[src/verilog/slsem_map.vh]
// Purpose: Constants for the serial link status and error monitor
// Assumes: Included by slsem_top.v and by the bench top module
// Notes: Counts are in sys_clk_in cycles
`ifndef SLSEM_MAP_VH
`define SLSEM_MAP_VH
// Lane count and stream width
`define SLSEM_LANES 2
`define SLSEM_DW 32
// Register byte offsets
`define SLSEM_CTRL_OFS 4'h0
`define SLSEM_STAT_OFS 4'h4
`define SLSEM_IRQ_STAT_OFS 4'h8
`define SLSEM_IRQ_EN_OFS 4'hc
`define SLSEM_IRQ_CLR_OFS 4'h0
`define SLSEM_ADDR_W 5
`define SLSEM_IRQ_CLR_ADDR 5'h10
// Control fields
`define SLSEM_CTRL_LOOP_LSB 0
`define SLSEM_CTRL_RESTART_BIT 2
`define SLSEM_LOOP_RESET 2'h0
// Interrupt status bits
`define SLSEM_IRQ_SOFT 0
`define SLSEM_IRQ_HARD 1
`define SLSEM_IRQ_UP 2
`define SLSEM_IRQ_DOWN 3
`define SLSEM_IRQ_W 4
// Elastic buffer state codes per lane (3 bits)
`define SLSEM_EBUF_UNDER 3'h5
`define SLSEM_EBUF_OVER 3'h6
// Training and verification counts
`define SLSEM_ALIGN_WAIT 16'h0040
`define SLSEM_VERIFY_NEEDED 3'h4
// Leaky bucket: level added per correctable fault, leak period, trip level
`define SLSEM_BUCKET_INC 8'h04
`define SLSEM_BUCKET_TRIP 8'h0f
`define SLSEM_LEAK_PERIOD 16'h0100
`define SLSEM_SOFT_MON_EN 1
// AXI responses
`define SLSEM_RESP_OKAY 2'h0
`define SLSEM_RESP_SLVERR 2'h2
`endif

[src/verilog/slsem_top.v]
// Purpose: Status and error monitor of a multi-lane serial link layer
// Assumes: One clock sys_clk_in; transceiver status arrives asynchronously
// Notes: Registers over AXI4-Lite; lane count fixed in the map header
//
// How it works
// - Any disparity fault or invalid code group on any lane raises the correctable fault.
// - A lane is ready only after partner alignment has held for the alignment wait count.
// - The channel is ready only once all lanes are ready and four verify sequences came in.
// - Transmit data is accepted only while the channel is ready.
// - An elastic buffer overflow or underflow raises the fatal fault.
// - A leaky bucket of correctable faults that trips raises the fatal fault and restarts.
// - With the monitor parameter at zero correctable faults never escalate.
// - Alignment wait count is a parameter that can be raised for late transmitter reset.
// - A two-bit loopback control selects one of four transceiver loopback setups.
// - Transmit ready is low while sending is impossible; a word moves on ready and valid.
// - Receive valid is high only while received data is being presented.
//
// Decided for this implementation: the register addresses and the AXI4-Lite slave port.
`include "slsem_map.vh"
`default_nettype none
module slsem_top #(
  parameter [15:0] ALIGN_WAIT = `SLSEM_ALIGN_WAIT,
  parameter SOFT_MON_EN = `SLSEM_SOFT_MON_EN
) (
  input wire sys_clk_in,
  input wire reset_in,
  input wire transceiver_reset_in,
  input wire [`SLSEM_LANES-1:0] rx_disparity_fault_in,
  input wire [`SLSEM_LANES-1:0] rx_invalid_code_group_in,
  input wire [3*`SLSEM_LANES-1:0] elastic_buffer_state_in,
  input wire [`SLSEM_LANES-1:0] lane_aligned_in,
  input wire verify_seq_in,
  input wire s_axis_tx_tvalid_in,
  input wire [`SLSEM_DW-1:0] s_axis_tx_tdata_in,
  output wire s_axis_tx_tready_out,
  output wire tx_link_valid_out,
  output wire [`SLSEM_DW-1:0] tx_link_data_out,
  input wire rx_link_valid_in,
  input wire [`SLSEM_DW-1:0] rx_link_data_in,
  output wire m_axis_rx_tvalid_out,
  output wire [`SLSEM_DW-1:0] m_axis_rx_tdata_out,
  output wire [`SLSEM_LANES-1:0] lane_ready_out,
  output wire channel_ready_out,
  output wire soft_fault_out,
  output wire hard_fault_out,
  output wire [1:0] loopback_mode_out,
  output wire irq_out,
  input wire [`SLSEM_ADDR_W-1:0] s_axi_awaddr,
  input wire s_axi_awvalid,
  output wire s_axi_awready,
  input wire [31:0] s_axi_wdata,
  input wire [3:0] s_axi_wstrb,
  input wire s_axi_wvalid,
  output wire s_axi_wready,
  output wire [1:0] s_axi_bresp,
  output wire s_axi_bvalid,
  input wire s_axi_bready,
  input wire [`SLSEM_ADDR_W-1:0] s_axi_araddr,
  input wire s_axi_arvalid,
  output wire s_axi_arready,
  output wire [31:0] s_axi_rdata,
  output wire [1:0] s_axi_rresp,
  output wire s_axi_rvalid,
  input wire s_axi_rready
);
  localparam L = `SLSEM_LANES;
  localparam SW = 6 * L + 2;
  localparam CH_IDLE = 2'd0;
  localparam CH_VERIFY = 2'd1;
  localparam CH_UP = 2'd2;
  localparam LN_RESET = 2'd0;
  localparam LN_ALIGN = 2'd1;
  localparam LN_READY = 2'd2;

  // Two-stage synchroniser for every transceiver-side input
  reg [SW-1:0] meta_r;
  reg [SW-1:0] sync_r;
  always @(posedge sys_clk_in) begin
    if (reset_in) begin
      meta_r <= {SW{1'b0}};
      sync_r <= {SW{1'b0}};
    end else begin
      meta_r <= {transceiver_reset_in, verify_seq_in, lane_aligned_in,
                 elastic_buffer_state_in, rx_invalid_code_group_in, rx_disparity_fault_in};
      sync_r <= meta_r;
    end
  end
  wire [L-1:0] disp_s = sync_r[L-1:0];
  wire [L-1:0] inval_s = sync_r[2*L-1:L];
  wire [3*L-1:0] ebuf_s = sync_r[5*L-1:2*L];
  wire [L-1:0] align_s = sync_r[6*L-1:5*L];
  wire verify_s = sync_r[6*L];
  wire xcvr_rst_s = sync_r[6*L+1];

  // Fault sources; edge detect reads only the second stage
  reg verify_d_r;
  wire [L-1:0] ebuf_bad;
  wire verify_pulse = verify_s & ~verify_d_r;
  wire soft_evt = |(disp_s | inval_s);
  genvar g;
  generate
    for (g = 0; g < L; g = g + 1) begin : g_ebuf
      assign ebuf_bad[g] = (ebuf_s[3*g+2:3*g] == `SLSEM_EBUF_OVER) ||
                           (ebuf_s[3*g+2:3*g] == `SLSEM_EBUF_UNDER);
    end
  endgenerate

  // Leaky bucket: each faulty cycle adds, a slow tick leaks one unit
  reg [7:0] bucket_r;
  reg [15:0] leak_cnt_r;
  reg [7:0] bucket_nxt;
  wire leak_tick = (leak_cnt_r == `SLSEM_LEAK_PERIOD - 16'h0001);
  wire bucket_trip = (SOFT_MON_EN != 0) && (bucket_nxt >= `SLSEM_BUCKET_TRIP);
  wire hard_evt = (|ebuf_bad) | bucket_trip;
  reg restart_req_r;
  // Any fatal cause restarts the whole training sequence
  wire restart = hard_evt | xcvr_rst_s | restart_req_r;
  always @* begin
    bucket_nxt = bucket_r;
    if (soft_evt) begin
      bucket_nxt = (bucket_r > 8'hff - `SLSEM_BUCKET_INC) ? 8'hff : bucket_r + `SLSEM_BUCKET_INC;
    end else if (leak_tick && bucket_r != 8'h00) begin
      bucket_nxt = bucket_r - 8'h01;
    end
  end
  always @(posedge sys_clk_in) begin
    if (reset_in) begin
      bucket_r <= 8'h00;
      leak_cnt_r <= 16'h0000;
      verify_d_r <= 1'b0;
    end else begin
      // Emptied on a trip so one burst yields one fatal fault, not a stream
      bucket_r <= bucket_trip ? 8'h00 : bucket_nxt;
      leak_cnt_r <= leak_tick ? 16'h0000 : leak_cnt_r + 16'h0001;
      verify_d_r <= verify_s;
    end
  end

  // Per-lane training: alignment must hold unbroken for the wait count
  wire [L-1:0] lane_rdy;
  // Lane losing alignment now; lets the channel fall on the same edge as the lane
  wire [L-1:0] lane_drop;
  generate
    for (g = 0; g < L; g = g + 1) begin : g_lane
      reg [1:0] lane_st_r;
      reg [15:0] align_cnt_r;
      reg rdy_r;
      assign lane_rdy[g] = rdy_r;
      assign lane_drop[g] = (lane_st_r == LN_READY) && !align_s[g];
      always @(posedge sys_clk_in) begin
        if (reset_in || restart) begin
          lane_st_r <= LN_RESET;
          align_cnt_r <= 16'h0000;
          rdy_r <= 1'b0;
        end else begin
          case (lane_st_r)
            LN_RESET: begin
              lane_st_r <= LN_ALIGN;
              align_cnt_r <= 16'h0000;
            end
            LN_ALIGN: begin
              if (!align_s[g]) begin
                align_cnt_r <= 16'h0000;
              end else if (align_cnt_r >= ALIGN_WAIT - 16'h0001) begin
                lane_st_r <= LN_READY;
                rdy_r <= 1'b1;
              end else begin
                align_cnt_r <= align_cnt_r + 16'h0001;
              end
            end
            LN_READY: begin
              if (!align_s[g]) begin
                lane_st_r <= LN_ALIGN;
                align_cnt_r <= 16'h0000;
                rdy_r <= 1'b0;
              end
            end
            default: begin
              lane_st_r <= LN_RESET;
              rdy_r <= 1'b0;
            end
          endcase
        end
      end
    end
  endgenerate

  // Channel verification: all lanes ready, then count verify sequences
  reg [1:0] ch_st_r;
  reg [1:0] ch_nxt;
  reg [2:0] ver_cnt_r;
  reg [2:0] ver_nxt;
  always @* begin
    ch_nxt = ch_st_r;
    ver_nxt = ver_cnt_r;
    if (restart || !(&lane_rdy) || (|lane_drop)) begin
      ch_nxt = CH_IDLE;
      ver_nxt = 3'h0;
    end else begin
      case (ch_st_r)
        CH_IDLE: begin
          ch_nxt = CH_VERIFY;
          ver_nxt = 3'h0;
        end
        CH_VERIFY: begin
          if (verify_pulse) begin
            ver_nxt = ver_cnt_r + 3'h1;
            if (ver_cnt_r + 3'h1 == `SLSEM_VERIFY_NEEDED) begin
              ch_nxt = CH_UP;
            end
          end
        end
        CH_UP: ch_nxt = CH_UP;
        default: ch_nxt = CH_IDLE;
      endcase
    end
  end
  wire ch_up = (ch_st_r == CH_UP);
  wire ch_up_nxt = (ch_nxt == CH_UP);

  // Stream paths and status outputs, all registered
  reg tready_r;
  reg tx_valid_r;
  reg [`SLSEM_DW-1:0] tx_data_r;
  reg rx_valid_r;
  reg [`SLSEM_DW-1:0] rx_data_r;
  reg soft_r;
  reg hard_r;
  reg [1:0] loop_r;
  always @(posedge sys_clk_in) begin
    if (reset_in) begin
      ch_st_r <= CH_IDLE;
      ver_cnt_r <= 3'h0;
      tready_r <= 1'b0;
      tx_valid_r <= 1'b0;
      tx_data_r <= {`SLSEM_DW{1'b0}};
      rx_valid_r <= 1'b0;
      rx_data_r <= {`SLSEM_DW{1'b0}};
      soft_r <= 1'b0;
      hard_r <= 1'b0;
    end else begin
      ch_st_r <= ch_nxt;
      ver_cnt_r <= ver_nxt;
      tready_r <= ch_up_nxt;
      tx_valid_r <= s_axis_tx_tvalid_in & tready_r;
      if (s_axis_tx_tvalid_in && tready_r) begin
        tx_data_r <= s_axis_tx_tdata_in;
      end
      rx_valid_r <= rx_link_valid_in & ch_up;
      if (rx_link_valid_in) begin
        rx_data_r <= rx_link_data_in;
      end
      soft_r <= soft_evt;
      hard_r <= hard_evt;
    end
  end

  // AXI4-Lite slave: address and data latched in either order
  reg awr_r;
  reg wr_r;
  reg [`SLSEM_ADDR_W-1:0] awaddr_r;
  reg [31:0] wdata_r;
  reg [3:0] wstrb_r;
  reg bvalid_r;
  reg [1:0] bresp_r;
  reg arready_r;
  reg rvalid_r;
  reg [31:0] rdata_r;
  reg [1:0] rresp_r;
  reg [`SLSEM_IRQ_W-1:0] irq_stat_r;
  reg [`SLSEM_IRQ_W-1:0] irq_en_r;
  reg irq_r;
  reg ch_up_d_r;
  wire do_wr = awr_r && wr_r && !bvalid_r;
  wire [`SLSEM_IRQ_W-1:0] irq_clr =
    (do_wr && awaddr_r == `SLSEM_IRQ_CLR_ADDR) ? wdata_r[`SLSEM_IRQ_W-1:0] : 4'h0;
  wire [`SLSEM_IRQ_W-1:0] irq_set = {ch_up_d_r & ~ch_up, ch_up & ~ch_up_d_r, hard_evt, soft_evt};
  wire wr_hit = (awaddr_r == {1'b0, `SLSEM_CTRL_OFS}) ||
                (awaddr_r == {1'b0, `SLSEM_IRQ_EN_OFS}) || (awaddr_r == `SLSEM_IRQ_CLR_ADDR);
  reg [31:0] rd_mux;
  reg rd_ok;
  // Read decode; unmapped addresses return zero with a slave error
  always @* begin
    rd_mux = 32'h0000_0000;
    rd_ok = 1'b1;
    case (s_axi_araddr)
      {1'b0, `SLSEM_CTRL_OFS}: rd_mux = {30'h0, loop_r};
      {1'b0, `SLSEM_STAT_OFS}: rd_mux = {16'h0, bucket_r, 5'h0, ch_up, lane_rdy};
      {1'b0, `SLSEM_IRQ_STAT_OFS}: rd_mux = {28'h0, irq_stat_r};
      {1'b0, `SLSEM_IRQ_EN_OFS}: rd_mux = {28'h0, irq_en_r};
      `SLSEM_IRQ_CLR_ADDR: rd_mux = 32'h0000_0000;
      default: rd_ok = 1'b0;
    endcase
  end
  always @(posedge sys_clk_in) begin
    if (reset_in) begin
      awr_r <= 1'b0;
      wr_r <= 1'b0;
      awaddr_r <= {`SLSEM_ADDR_W{1'b0}};
      wdata_r <= 32'h0000_0000;
      wstrb_r <= 4'h0;
      bvalid_r <= 1'b0;
      bresp_r <= `SLSEM_RESP_OKAY;
      arready_r <= 1'b0;
      rvalid_r <= 1'b0;
      rdata_r <= 32'h0000_0000;
      rresp_r <= `SLSEM_RESP_OKAY;
      loop_r <= `SLSEM_LOOP_RESET;
      restart_req_r <= 1'b0;
      irq_stat_r <= {`SLSEM_IRQ_W{1'b0}};
      irq_en_r <= {`SLSEM_IRQ_W{1'b0}};
      irq_r <= 1'b0;
      ch_up_d_r <= 1'b0;
    end else begin
      ch_up_d_r <= ch_up;
      restart_req_r <= 1'b0;
      if (s_axi_awvalid && !awr_r && !bvalid_r) begin
        awr_r <= 1'b1;
        awaddr_r <= s_axi_awaddr;
      end
      if (s_axi_wvalid && !wr_r && !bvalid_r) begin
        wr_r <= 1'b1;
        wdata_r <= s_axi_wdata;
        wstrb_r <= s_axi_wstrb;
      end
      if (do_wr) begin
        awr_r <= 1'b0;
        wr_r <= 1'b0;
        bvalid_r <= 1'b1;
        bresp_r <= wr_hit ? `SLSEM_RESP_OKAY : `SLSEM_RESP_SLVERR;
        if (awaddr_r == {1'b0, `SLSEM_CTRL_OFS}) begin
          if (wstrb_r[0]) begin
            loop_r <= wdata_r[`SLSEM_CTRL_LOOP_LSB+1:`SLSEM_CTRL_LOOP_LSB];
            restart_req_r <= wdata_r[`SLSEM_CTRL_RESTART_BIT];
          end
        end
        if (awaddr_r == {1'b0, `SLSEM_IRQ_EN_OFS} && wstrb_r[0]) begin
          irq_en_r <= wdata_r[`SLSEM_IRQ_W-1:0];
        end
      end else if (bvalid_r && s_axi_bready) begin
        bvalid_r <= 1'b0;
      end
      // One read in flight: ready for one cycle, answer the cycle after
      arready_r <= s_axi_arvalid && !arready_r && !rvalid_r;
      if (s_axi_arvalid && !arready_r && !rvalid_r) begin
        rdata_r <= rd_mux;
        rresp_r <= rd_ok ? `SLSEM_RESP_OKAY : `SLSEM_RESP_SLVERR;
      end
      if (arready_r) begin
        rvalid_r <= 1'b1;
      end else if (rvalid_r && s_axi_rready) begin
        rvalid_r <= 1'b0;
      end
      // Sticky status: a new event outranks a clear in the same cycle
      irq_stat_r <= (irq_stat_r & ~irq_clr) | irq_set;
      irq_r <= |(((irq_stat_r & ~irq_clr) | irq_set) & irq_en_r);
    end
  end

  assign s_axis_tx_tready_out = tready_r;
  assign tx_link_valid_out = tx_valid_r;
  assign tx_link_data_out = tx_data_r;
  assign m_axis_rx_tvalid_out = rx_valid_r;
  assign m_axis_rx_tdata_out = rx_data_r;
  assign lane_ready_out = lane_rdy;
  assign channel_ready_out = ch_st_r == CH_UP ? 1'b1 : 1'b0;
  assign soft_fault_out = soft_r;
  assign hard_fault_out = hard_r;
  assign loopback_mode_out = loop_r;
  assign irq_out = irq_r;
  assign s_axi_awready = awr_r ? 1'b0 : !bvalid_r;
  assign s_axi_wready = wr_r ? 1'b0 : !bvalid_r;
  assign s_axi_bvalid = bvalid_r;
  assign s_axi_bresp = bresp_r;
  assign s_axi_arready = arready_r;
  assign s_axi_rvalid = rvalid_r;
  assign s_axi_rdata = rdata_r;
  assign s_axi_rresp = rresp_r;
endmodule
`default_nettype wire

[config.mk]
export PLATFORM = sky130hd
export DESIGN_NAME = slsem_top
export DESIGN_NICKNAME = d
export VERILOG_FILES = /design/src/verilog/slsem_top.v
export VERILOG_INCLUDE_DIRS = /design/src /design/src/verilog
export SDC_FILE = /design/constraint.sdc
export NUM_CORES = 1
export LEC_CHECK = 0
export ABC_CLOCK_PERIOD_IN_PS = 6250
export BUFFER_PORTS_ARGS = -buffer_cell sky130_fd_sc_hd__buf_2
export CAP_MARGIN = 20
export CORE_ASPECT_RATIO = 1.1
export CORE_MARGIN = 5
export CORE_UTILIZATION = 41
export DETAILED_ROUTE_END_ITERATION = 16
export GPL_TIMING_DRIVEN = 1
export PLACE_DENSITY = 0.66
export SYNTH_ARGS = -nofsm -noshare
export SYNTH_HDL_FRONTEND = slang
export SYNTH_SLANG_ARGS = --single-unit
[constraint.sdc]
create_clock -name sys_clk_in -period 6.25 [get_ports sys_clk_in]
set_input_delay 0.9375 -clock sys_clk_in [delete_from_list [all_inputs] [get_ports sys_clk_in]]
set_output_delay 0.9375 -clock sys_clk_in [all_outputs]
set_load 0.03 [all_outputs]
# Word level (Yosys, flattened, before mapping)
# Index checks and enable logic that the tools add are counted.
# totals
input_bits	133
elab_cells	203
rom_bits	0
out_inout_bits	116
ram_bits	0
latchBits	0
ff_bits	229
memories	0
# classes
n_eq_ne	28
magnitude_cmp	4
reduce_logical	62
mul	0
bitwise	21
muxes	45
n_shift	0
addsub	6
n_div	0
# ops
cell	n
16-bit two-way mux	6
16-bit one-hot mux with 3 select lines	2
16-bit one-hot mux with 4 select lines	1
16-bit by 1-bit adder with 16-bit output, second input constant	3
16-bit by 6-bit greater-or-equal comparator with 1-bit output, second input constant	2
8-bit two-way mux	3
2-bit two-way mux	11
2-bit one-hot mux with 3 select lines	3
16-bit by 8-bit == test with 1-bit output, second input constant	1
1-bit logical AND	16
3-bit == test, second input constant	5
5-bit by 4-bit == test with 1-bit output, second input constant	3
3-bit AND reduction	5
1-bit two-way mux	14
2-bit inequality test, second input constant	7
2-bit OR reduction	7
5-bit == test, second input constant	2
5-bit logical NOT	2
8-bit by 3-bit adder with 8-bit output, second input constant	1
4-bit bitwise AND	2
2-bit == test, second input constant	4
8-bit by 4-bit greater-or-equal comparator with 1-bit output, second input constant	1
8-bit greater-than comparator, second input constant	1
1-bit logical NOT	8
24 further kinds	56

# Longest topological paths before layout
# Gate-level depths: netlist of run 1.
# logic_depth
depth_word	12
depth_mapped	12
mapped_depth_nobuf	9

# Worst setup path before layout of run 1
# Ideal clock, no wire load.
# synth_timing
path_type	register to register
startpoint	register leak_cnt_r[0]
endpoint	register g_lane[1].lane_st_r[1]
t_arrival_ns	2.439
synth_period_minus_slack_ns	2.542
slack_ns	3.708
required_ns	6.146
setup_ns	0.104
path_stages_with_launch	12
n_path_buf	3
cell_sequence	dfxtp_1 ha_1 and4_1 buf_2 and4_1 buf_4 and2_4 buf_6 a211o_1 a32oi_4 nand3_2 a2111oi_2
# synth_via
elab_chain_cells	9
# synth_lines
item	line	rtl
from (decl)	slsem_top.v:110	reg [15:0] leak_cnt_r;
from (signal assigned)	slsem_top.v:134	leak_cnt_r <= leak_tick ? 16'h0000 : leak_cnt_r + 16'h0001;
16-bit by 8-bit == test with 1-bit output	slsem_top.v:112	wire leak_tick = (leak_cnt_r == `SLSEM_LEAK_PERIOD - 16'h0001);
1-bit logical AND	slsem_top.v:122	end else if (leak_tick && bucket_r != 8'h00) begin
8-bit two-way mux	slsem_top.v:122	
8-bit two-way mux	slsem_top.v:120	if (soft_evt) begin
8-bit by 4-bit greater-or-equal comparator with 1-bit output (no line)	n/a	
1-bit OR	slsem_top.v:114	wire hard_evt = (|ebuf_bad) | bucket_trip;
1-bit OR (2 in a row)	slsem_top.v:117	wire restart = hard_evt | xcvr_rst_s | restart_req_r;
1-bit logical OR	slsem_top.v:151	if (reset_in || restart) begin
to (signal assigned)	slsem_top.v:152	lane_st_r <= LN_RESET;
to (signal assigned)	slsem_top.v:158	lane_st_r <= LN_ALIGN;
to (signal assigned)	slsem_top.v:165	lane_st_r <= LN_READY;
to (decl)	slsem_top.v:145	reg [1:0] lane_st_r;
# Every way passes these cells.
# A chain may end at the register's enable or synchronous reset.

# Final worst setup path of run 1
# layout_timing
startpoint	register leak_cnt_r[0]
endpoint	register g_lane[1].align_cnt_r[0]
# layout_via
elab_chain_cells	9
# layout_lines
item	line	rtl
16-bit by 8-bit == test with 1-bit output	slsem_top.v:112	
1-bit logical AND	slsem_top.v:122	
8-bit two-way mux	slsem_top.v:122	
8-bit two-way mux	slsem_top.v:120	
8-bit by 4-bit greater-or-equal comparator with 1-bit output (no line)	n/a	
1-bit OR	slsem_top.v:114	
1-bit OR (2 in a row)	slsem_top.v:117	
1-bit logical OR	slsem_top.v:151	
to (signal assigned)	slsem_top.v:168	align_cnt_r <= align_cnt_r + 16'h0001;
to (decl)	slsem_top.v:146	reg [15:0] align_cnt_r;
# Every way passes these cells.

==> results of run 1 <==
## cells in the mapped netlist (all sizes together) (5+ instances only)
master,count,area share [%]
nand2,98,4.4
nand4,22,1.8
a31oi,5,0.37
and2,6,0.48
nand3,19,1.2
dfxtp,207,49
xor2,21,2.2
nor4,10,0.82
nor2b,35,2.6
buf,38,3.2
xnor2,17,1.8
and3,12,0.89
nor3,37,3.3
o21ai,10,0.59
a22oi,15,1.3
inv,19,0.85
clkbuf,32,1.4
a21oi,52,3.1
mux2i,50,5.9
and4,8,0.83
ha,11,1.6
nor2,117,5.2
## worst max-delay path, stage by stage, from the launching register on
cell     delay [ps]
dfxtp_1         370
ha_1            220
and4_1          330
and4_1          400
and2_4          250
nand4_1         150
a32oi_4         410
nand4_4         580
nor3_1          370
## cell usage in the layout, fill, tap and decap left out, drive strengths merged, types with 3 or more instances in the layout
cell type	n
buf	200
mux2	3
a211o	3
mux2i	50
nor3b	4
or3	3
inv	19
nand4	22
and3	12
xor2	21
nor4	10
nor3	37
or4	3
a31oi	5
o21ai	10
ha	11
xnor2	17
nand2	98
clkinv	3
a21oi	52
a2111oi	4
nor2	117
nor2b	35
dfxtp	207
a311oi	3
and4	8
nand2b	4
nand3	19
conb	26
clkbuf	32
a22oi	15
and2	6
a32oi	3
## final cells by class
type / count / area share [%]
sequential: 207 / 40.5
multi-input combinational: 629 / 38.1
timing repair buffer: 201 / 10.4
clock buffer: 31 / 6.61
tap: 256 / 3.13
inverter: 19 / 0.698
clock inverter: 4 / 0.477
## cell families after synthesis
group	after synthesis	synth area share (%)
DFF	207	49.3
other	1	0.0446
and+or+nand+nor	384	23.4
muxes	55	6.89
xor gates and xnor gates	38	3.96
AOI/OAI and AO/OA	115	9.37
adders and majority gates	11	1.64
buffers and inverters	89	5.49
## where the power goes
| group | switching (mW) | leakage (nW) | internal, mW |
|---|---|---|---|
| clock network | 0.494 | 0.361 | 0.786 |
| logic | 0.140 | 2.29 | 0.0776 |
| registers | 0.0213 | 1.69 | 1.35 |
## layer usage
metal,GRT usage (%),part of all wire (%),vias up
met3,3.55,5.4,10
met5,0,0,-
met1,20.1,45,3066
met4,3.04,0.78,0
li1,-,-,3401
met2,27.0,49,150
## how the worst max path moves through the flow
| stage | slack [ps] | endpoint |
|---|---|---|
| after floorplan | 3710 | g_lane[1].lane_st_r[1] |
| after global placement | 3010 | g_lane[1].align_cnt_r[0] |
| after detailed placement | 2970 | g_lane[1].align_cnt_r[0] |
| after CTS | 2960 | g_lane[1].align_cnt_r[0] |
| after global routing | 2740 | g_lane[1].align_cnt_r[0] |
| final | 3070 | g_lane[1].align_cnt_r[0] |
## stage by stage
stage	cell area [sq um]	hold slack [ps]	total power [mW]	utilization, %	setup WS [ps]
3_3_place_gp	9440	419	1.62	46.3	3010
6_report	10200	427	2.87	50.2	3070
4_1_cts	10200	430	2.92	50.2	2960
5_1_grt	10200	452	3.00	50.2	2740
3_5_place_dp	9490	420	1.62	46.6	2970
2_1_floorplan	8510	410	1.56	-	3710
## registers in the layout, summed over array words and instances, names as in the netlist, 2 cells and up
register	cells
sync_r	14
ch_st_r	2
g_lane.lane_st_r	4
leak_cnt_r	16
awaddr_r	5
g_lane.rdy_r	2
tx_link_data_out	32
irq_en_r	4
ver_cnt_r	3
loopback_mode_out	2
bucket_r	8
wdata_r	4
g_lane.align_cnt_r	32
meta_r	14
irq_stat_r	4
m_axis_rx_tdata_out	32
s_axi_rdata	12
==> impl_metrics.ini, run 1 <==
[finish]
fin_cells = 1347
fin_nets = 1224
area_delta_synth_final_pct = 21.5
antenna_cells = 0
seqCellArea_sq_um = 4140
multi_input_area_sq_um = 3900
drive_gt1_share_pct = 25.0
fillers = 1960

[job]
drv_cap = 0

[min_path]
hp-class = reg -> reg
worstHoldStart = meta_r[6]
min_path_cells = 1
min_to = sync_r[6]

[critical_path]
startpoint = leak_cnt_r[0]
crit_fanout = 34
r2r_start = leak_cnt_r[0]
cp.required_ps = 6640
reg2regPathDepth = 8
end_kind = flip-flop
cp-start-kind = flip-flop
criticalPathCategory = reg -> reg
cp.arrival_ps = 3570
timing.rr.end = g_lane[1].align_cnt_r[0]
ff2ff_setup_slack_ps = 3070

[power_and_ir_drop]
leakage_nw = 4.34
power_density_nw_per_um2 = 281
vdd_drop_max_uv = 184

[clocking]
cts_buffers = 22
cts.repair.resized = 0
cts-htree-levels = 1
clkSinkCount = 207
path_clk_slew_ps = 60
cts.path.max_buffers = 3
worst_skew_pair.late_latency_ps = 490
root_buffer = clkbuf_16
cts_tree = done
cts_hold_buf = 0
post_cts_buffers = 0

[grt]
grt_usage_pct = 15.6
grt_pass1_wl_um = 31200
antenna_found_initial = 0
grt_pass1_vias = 6212
globalRouteOverflowTotal = 0
grt_max_degree = 87

[timing]
min_period_ps = 3180
finalCritPeriodShare_pct = 50.9
skew_ps = 9.91
drv_slew = 0
maxSlewHeadroom_pct = 36.0
fmax_mhz = 314
fin_tns_setup_ps = 0
setup_viol = 0
tightest_slew_ps = 961
hold_viol = 0
rsz0062_at_grt = no

[die]
dieHeight_um = 160
core-area_sq_um = 20400
initial_utilization_pct = 41.3
die_w_um = 147
ios = 249
die-area_sq_um = 23500
num_rows = 55

[routing]
wl_per_cell_um = 14.1
drc = 0
drt_iter0_markers = 353
ant_nets = 0
vias = 6627
drt-vias-per-instance = 4.92
first_pass_iters = 4
drt-total-wl_um = 19000

[synth]
async_flop_share_pct = 0
ys_types = 66
syn_area_per_cell_sq_um = 9.35
ys_seq_area_share_pct = 49.3
yosysWarnings = 0
synth_edf_count = 0
synthFlopType = dfxtp_1
synthesis.area_sq_um = 8410
synth_seq_cells = 207
syn_inst = 900

[placement]
globalplace.congestion = 0.800
portBuffers = 195
dp.cells = 1311
dp_hpwl_um = 13600

[outcome]
status = finished clean
Note: power is estimated with default switching activity, not from simulation.
==> run 2, diff against run 1 <==
Settings changed: ABC_CLOCK_PERIOD_IN_PS 6250 to 3300.
Clock period 6.25 ns to 3.3 ns, I/O delays scaled along.
==> run 2 against run 1 <==
Effect of this change: final area up 0.11%; via count rose by 1.1%; first-iteration DRC count down 23%; clock power increased by 86%; largest cell class unchanged; fmax increased by 8.1%; sequential power increased by 89%; non-clock buffer count is 7 higher; sequential cell count is the same; total power rose by 88%; count of clock-buffer cells in the layout unchanged; cell count is 0.74% higher.
==> impl_metrics.ini, run 2 (synthesis results as in run 1) <==
[outcome]
status = finished clean

[finish]
mostFrequentLayoutCell = dfxtp_1
mostFrequentLayoutCells = dfxtp_1, buf_2, nor2_1
fillers = 1916
final_util_pct = 50.2
drive_gt1_share_pct = 25.4
fin_nets = 1231
fin_cells = 1357
final_area_sq_um = 10200
area_delta_synth_final_pct = 21.7

[critical_path]
end_kind = flip-flop
cp-start-kind = flip-flop
crit_chain = inv_1 -> ha_1 -> nor3b_2 -> nand3_1 -> and2_4 -> o31a_1 -> o41a_4 -> nand4_4 -> buf_4 -> nor3_1
cp_top_family = simple AND/OR/NAND/NOR gates
crit_slowest_cell = o41a_4
startpoint = bucket_r[0]
slowest_delay_ps = 420
r2r_start = bucket_r[0]
cp.arrival_ps = 3300
crit_fanout = 34
crit_buf_inv = 2
cp.required_ps = 3660
criticalPathCategory = reg -> reg

[die]
die_w_um = 147
initial_utilization_pct = 41.3
ios = 249
core-area_sq_um = 20400
dieHeight_um = 160
num_rows = 55
die-area_sq_um = 23500

[routing]
drt-vias-per-instance = 4.94
drt_iter0_markers = 272
vias = 6701
wl_per_cell_um = 14.2
drt-total-wl_um = 19300
ant_nets = 0
first_pass_iters = 4
drc = 0

[clocking]
clkSinkCount = 207
cts_hold_buf = 0
cts.repair.resized = 0
cts_buffers = 22
root_buffer = clkbuf_16
post_cts_buffers = 0
worst_skew_pair.late_latency_ps = 490
cts-htree-levels = 1
cts.path.max_buffers = 3
path_clk_slew_ps = 60
cts_tree = done

[min_path]
worstHoldStart = elastic_buffer_state_in[3]
hp-class = in -> reg

[placement]
dp_hpwl_um = 13700
place_area_sq_um = 9500
globalplace.congestion = 0.842
dp.cells = 1318
portBuffers = 195

[grt]
use_met2_pct = 26.9
globalRouteOverflowTotal = 0
top_usage_layer = met2
grt_pass1_wl_um = 31400
antenna_found_initial = 1
grt_usage_pct = 15.8
grt_pass1_vias = 6333
grt_use_met1_pct = 20.3
grt_max_degree = 90
met3_usage_pct = 3.26

[power_and_ir_drop]
finalPower_mw = 5.41
power_density_nw_per_um2 = 528
leakage_nw = 4.36
vdd_drop_max_uv = 387

[timing]
maxSlewHeadroom_pct = 35.9
setup_viol = 0
finalCritPeriodShare_pct = 89.2
fin_tns_setup_ps = 0
tightest_slew_ps = 961
skew_ps = 6.20
fmax_mhz = 340
hold_viol = 0
drv_slew = 0
rsz0062_at_grt = no
min_period_ps = 2940

[job]
drv_cap = 0
-- run 2: path summary, 6_finish.rpt --
path	to	slack, ps	cells past startpoint
max reg2reg	g_lane[1].align_cnt_r[3]	360	10
min	meta_r[7]	210	2
max	g_lane[1].align_cnt_r[3]	360	10
min reg2reg	g_lane[0].align_cnt_r[15]	430	2
-- run 2: report_power, final --
group          leakage, nW  total [mW]  switching (mW)  internal (mW)
combinational         2.32       0.420           0.267          0.153
clock                0.351        2.38           0.949           1.43
sequential            1.69        2.61          0.0411           2.57
-- run 2: worst reg2reg max path: stages (launching register included) --
cell	delay (ps)
dfxtp_1	350
inv_1	120
ha_1	210
nor3b_2	320
nand3_1	210
and2_4	240
o31a_1	300
o41a_4	430
nand4_4	80
buf_4	410
nor3_1	140
-- run 2: layout make-up --
type                       count  area (sq um)  share of cell area, %
antenna                        1          2.50                 0.0244
clock buffer                  31           646                   6.31
clock inverter                 6          55.1                  0.538
inverter                      19          71.3                  0.697
multi-input combinational    629          3900                   38.1
sequential                   207          4140                   40.5
tap                          256           320                   3.13
timing repair buffer         208          1100                   10.7
-- run 2: metrics by stage --
step	setup WS [ps]	hold slack (ps)
after floorplan	758	410
after global placement	463	418
after detailed placement	414	421
after CTS	397	194
after global routing	186	211
final	356	211
-- run 2: layer usage --
metal / share of wire, % / up-vias
met5: 0 / -
met4: 1.7 / 0
met3: 6.1 / 23
met2: 49 / 167
met1: 44 / 3094
li1: - / 3417
==> run 3, diff against run 2 <==
Settings changed: REMOVE_ABC_BUFFERS set to 1.
==> run 3 against run 2 <==
Effect of this change: critical path depth shrank 2; largest cell class unchanged; via count grew 0.52%; setup slack gained 1.1 ps; critical endpoint is now g_lane[1].align_cnt_r[2]; count of clock-buffer cells in the layout grew 1.
==> impl_metrics.ini, run 3 (synthesis results as in run 1) <==
[outcome]
status = finished clean

[finish]
final_area_sq_um = 10300
fillers = 1904
mostFrequentLayoutCells = dfxtp_1, buf_2, nor2_1
drive_gt1_share_pct = 25.5
seqCellArea_sq_um = 4140
multi_input_area_sq_um = 3900
area_delta_synth_final_pct = 22.1
fin_nets = 1230
mostFrequentLayoutCell = dfxtp_1

[clocking]
cts.path.max_buffers = 3
cts_tree = done
path_clk_slew_ps = 60
clkSinkCount = 207
cts_buffers = 22
root_buffer = clkbuf_16
cts_hold_buf = 0
cts.repair.resized = 0
worst_skew_pair.late_latency_ps = 500
cts-htree-levels = 1
post_cts_buffers = 0

[grt]
globalRouteOverflowTotal = 0
grt_pass1_wl_um = 32900
grt_max_degree = 113
antenna_found_initial = 1
grt_pass1_vias = 6742
grt_usage_pct = 16.5

[placement]
dp_hpwl_um = 14300
portBuffers = 195
globalplace.congestion = 0.862
place_area_sq_um = 9510

[power_and_ir_drop]
switching_power_mw = 1.29
seq_power_share_pct = 47.6
combPwrFrac_pct = 7.6
clockPowerShare_pct = 44.8
intPower_mw = 4.19
vdd_drop_max_uv = 401
swShare_pct = 23.6
leakage_nw = 4.37
power_density_nw_per_um2 = 534

[timing]
rsz0062_at_grt = no
min_period_ps = 2940
setup_viol = 0
fin_tns_setup_ps = 0
maxSlewHeadroom_pct = 33.1
skew_ps = 14.7
fmax_mhz = 340
drv_slew = 0
tightest_slew_ps = 1000
finalCritPeriodShare_pct = 89.2
hold_viol = 0

[critical_path]
cp-start-kind = flip-flop
cp.required_ps = 3660
timing.rr.end = g_lane[1].align_cnt_r[2]
crit_fanout = 34
end_kind = flip-flop
reg2regPathDepth = 8
startpoint = sync_r[2]
criticalPathCategory = reg -> reg
ff2ff_setup_slack_ps = 360
r2r_start = sync_r[2]
cp.arrival_ps = 3310
crit_end = g_lane[1].align_cnt_r[2]

[die]
core-area_sq_um = 20400
dieHeight_um = 160
die-area_sq_um = 23500
num_rows = 55
initial_utilization_pct = 41.3
die_w_um = 147
ios = 249

[routing]
drt_iter0_markers = 261
vias = 6736
ant_nets = 0
wl_per_cell_um = 14.6
drc = 0
drt-total-wl_um = 19900
drt-vias-per-instance = 4.96
first_pass_iters = 4

[min_path]
hp-class = in -> reg

[job]
drv_cap = 0
==> run 3: changes by cell type in the layout (fill, tap and decap cells not counted), sizes merged <==
cell / before / now
inv: 19 / 20
clkinv: 5 / 6
buf: 208 / 207
clkbuf: 31 / 32
==> run 3: worst min path at each step <==
| stage | endpoint | slack, ps | depth (start not counted) | startpoint |
|---|---|---|---|---|
| after detailed placement | sync_r[8] | 420 | 1 | meta_r[8] |
| after CTS | meta_r[8] | 190 | 2 | elastic_buffer_state_in[4] |
| after floorplan | g_lane[0].align_cnt_r[15] | 410 | 2 | g_lane[0].align_cnt_r[15] |
| final | meta_r[8] | 200 | 2 | elastic_buffer_state_in[4] |
| after global placement | g_lane[0].align_cnt_r[15] | 420 | 2 | g_lane[0].align_cnt_r[15] |
| after global routing | meta_r[8] | 190 | 2 | elastic_buffer_state_in[4] |
==> run 3: metal layers <==
layer	up-vias	part of all wire, %	global-route usage (%)
met2	180	48	28.8
met5	-	0	0
li1	3422	-	-
met4	0	1.5	3.72
met3	25	9.0	6.04
met1	3109	41	19.4
==> run 3: metrics by stage <==
stage | instances | util [%] | power [mW] | hold WS, ps | setup slack, ps
after floorplan | 855 | - | 2.90 | 410 | 584
after global placement | 1317 | 46.7 | 3.08 | 417 | 462
after detailed placement | 1317 | 46.7 | 3.08 | 421 | 401
after CTS | 1357 | 50.3 | 5.55 | 187 | 405
after global routing | 1358 | 50.4 | 5.71 | 192 | 181
final | 1359 | 50.4 | 5.48 | 198 | 357
==> run 3: area by class of cell <==
| cell class | count | area share, % |
|---|---|---|
| flip-flops and latches | 207 | 40.3 |
| multi-input cells | 629 | 38.0 |
| repair buffers | 207 | 10.7 |
| clock buffers | 32 | 6.42 |
| well taps | 256 | 3.12 |
| clock inverters | 8 | 0.743 |
| inverters | 19 | 0.694 |
| diodes | 1 | 0.0244 |
==> run 3: critical path: stages (launching register included) <==
cell	delay, ps
dfxtp_1	300
or4_1	710
a2111oi_0	480
a32oi_1	160
o31a_1	130
o41a_4	400
nand4_4	80
buf_4	420
nor3_1	110
==> run 3: power by group through the flow <==
stage          sequential, mW  clock, mW  combinational [mW]
2_1_floorplan            2.71          0               0.188
3_3_place_gp             2.66          0               0.416
3_5_place_dp             2.66          0               0.420
4_1_cts                  2.61       2.53               0.421
5_1_grt                  2.62       2.64               0.455
6_report                 2.61       2.46               0.417
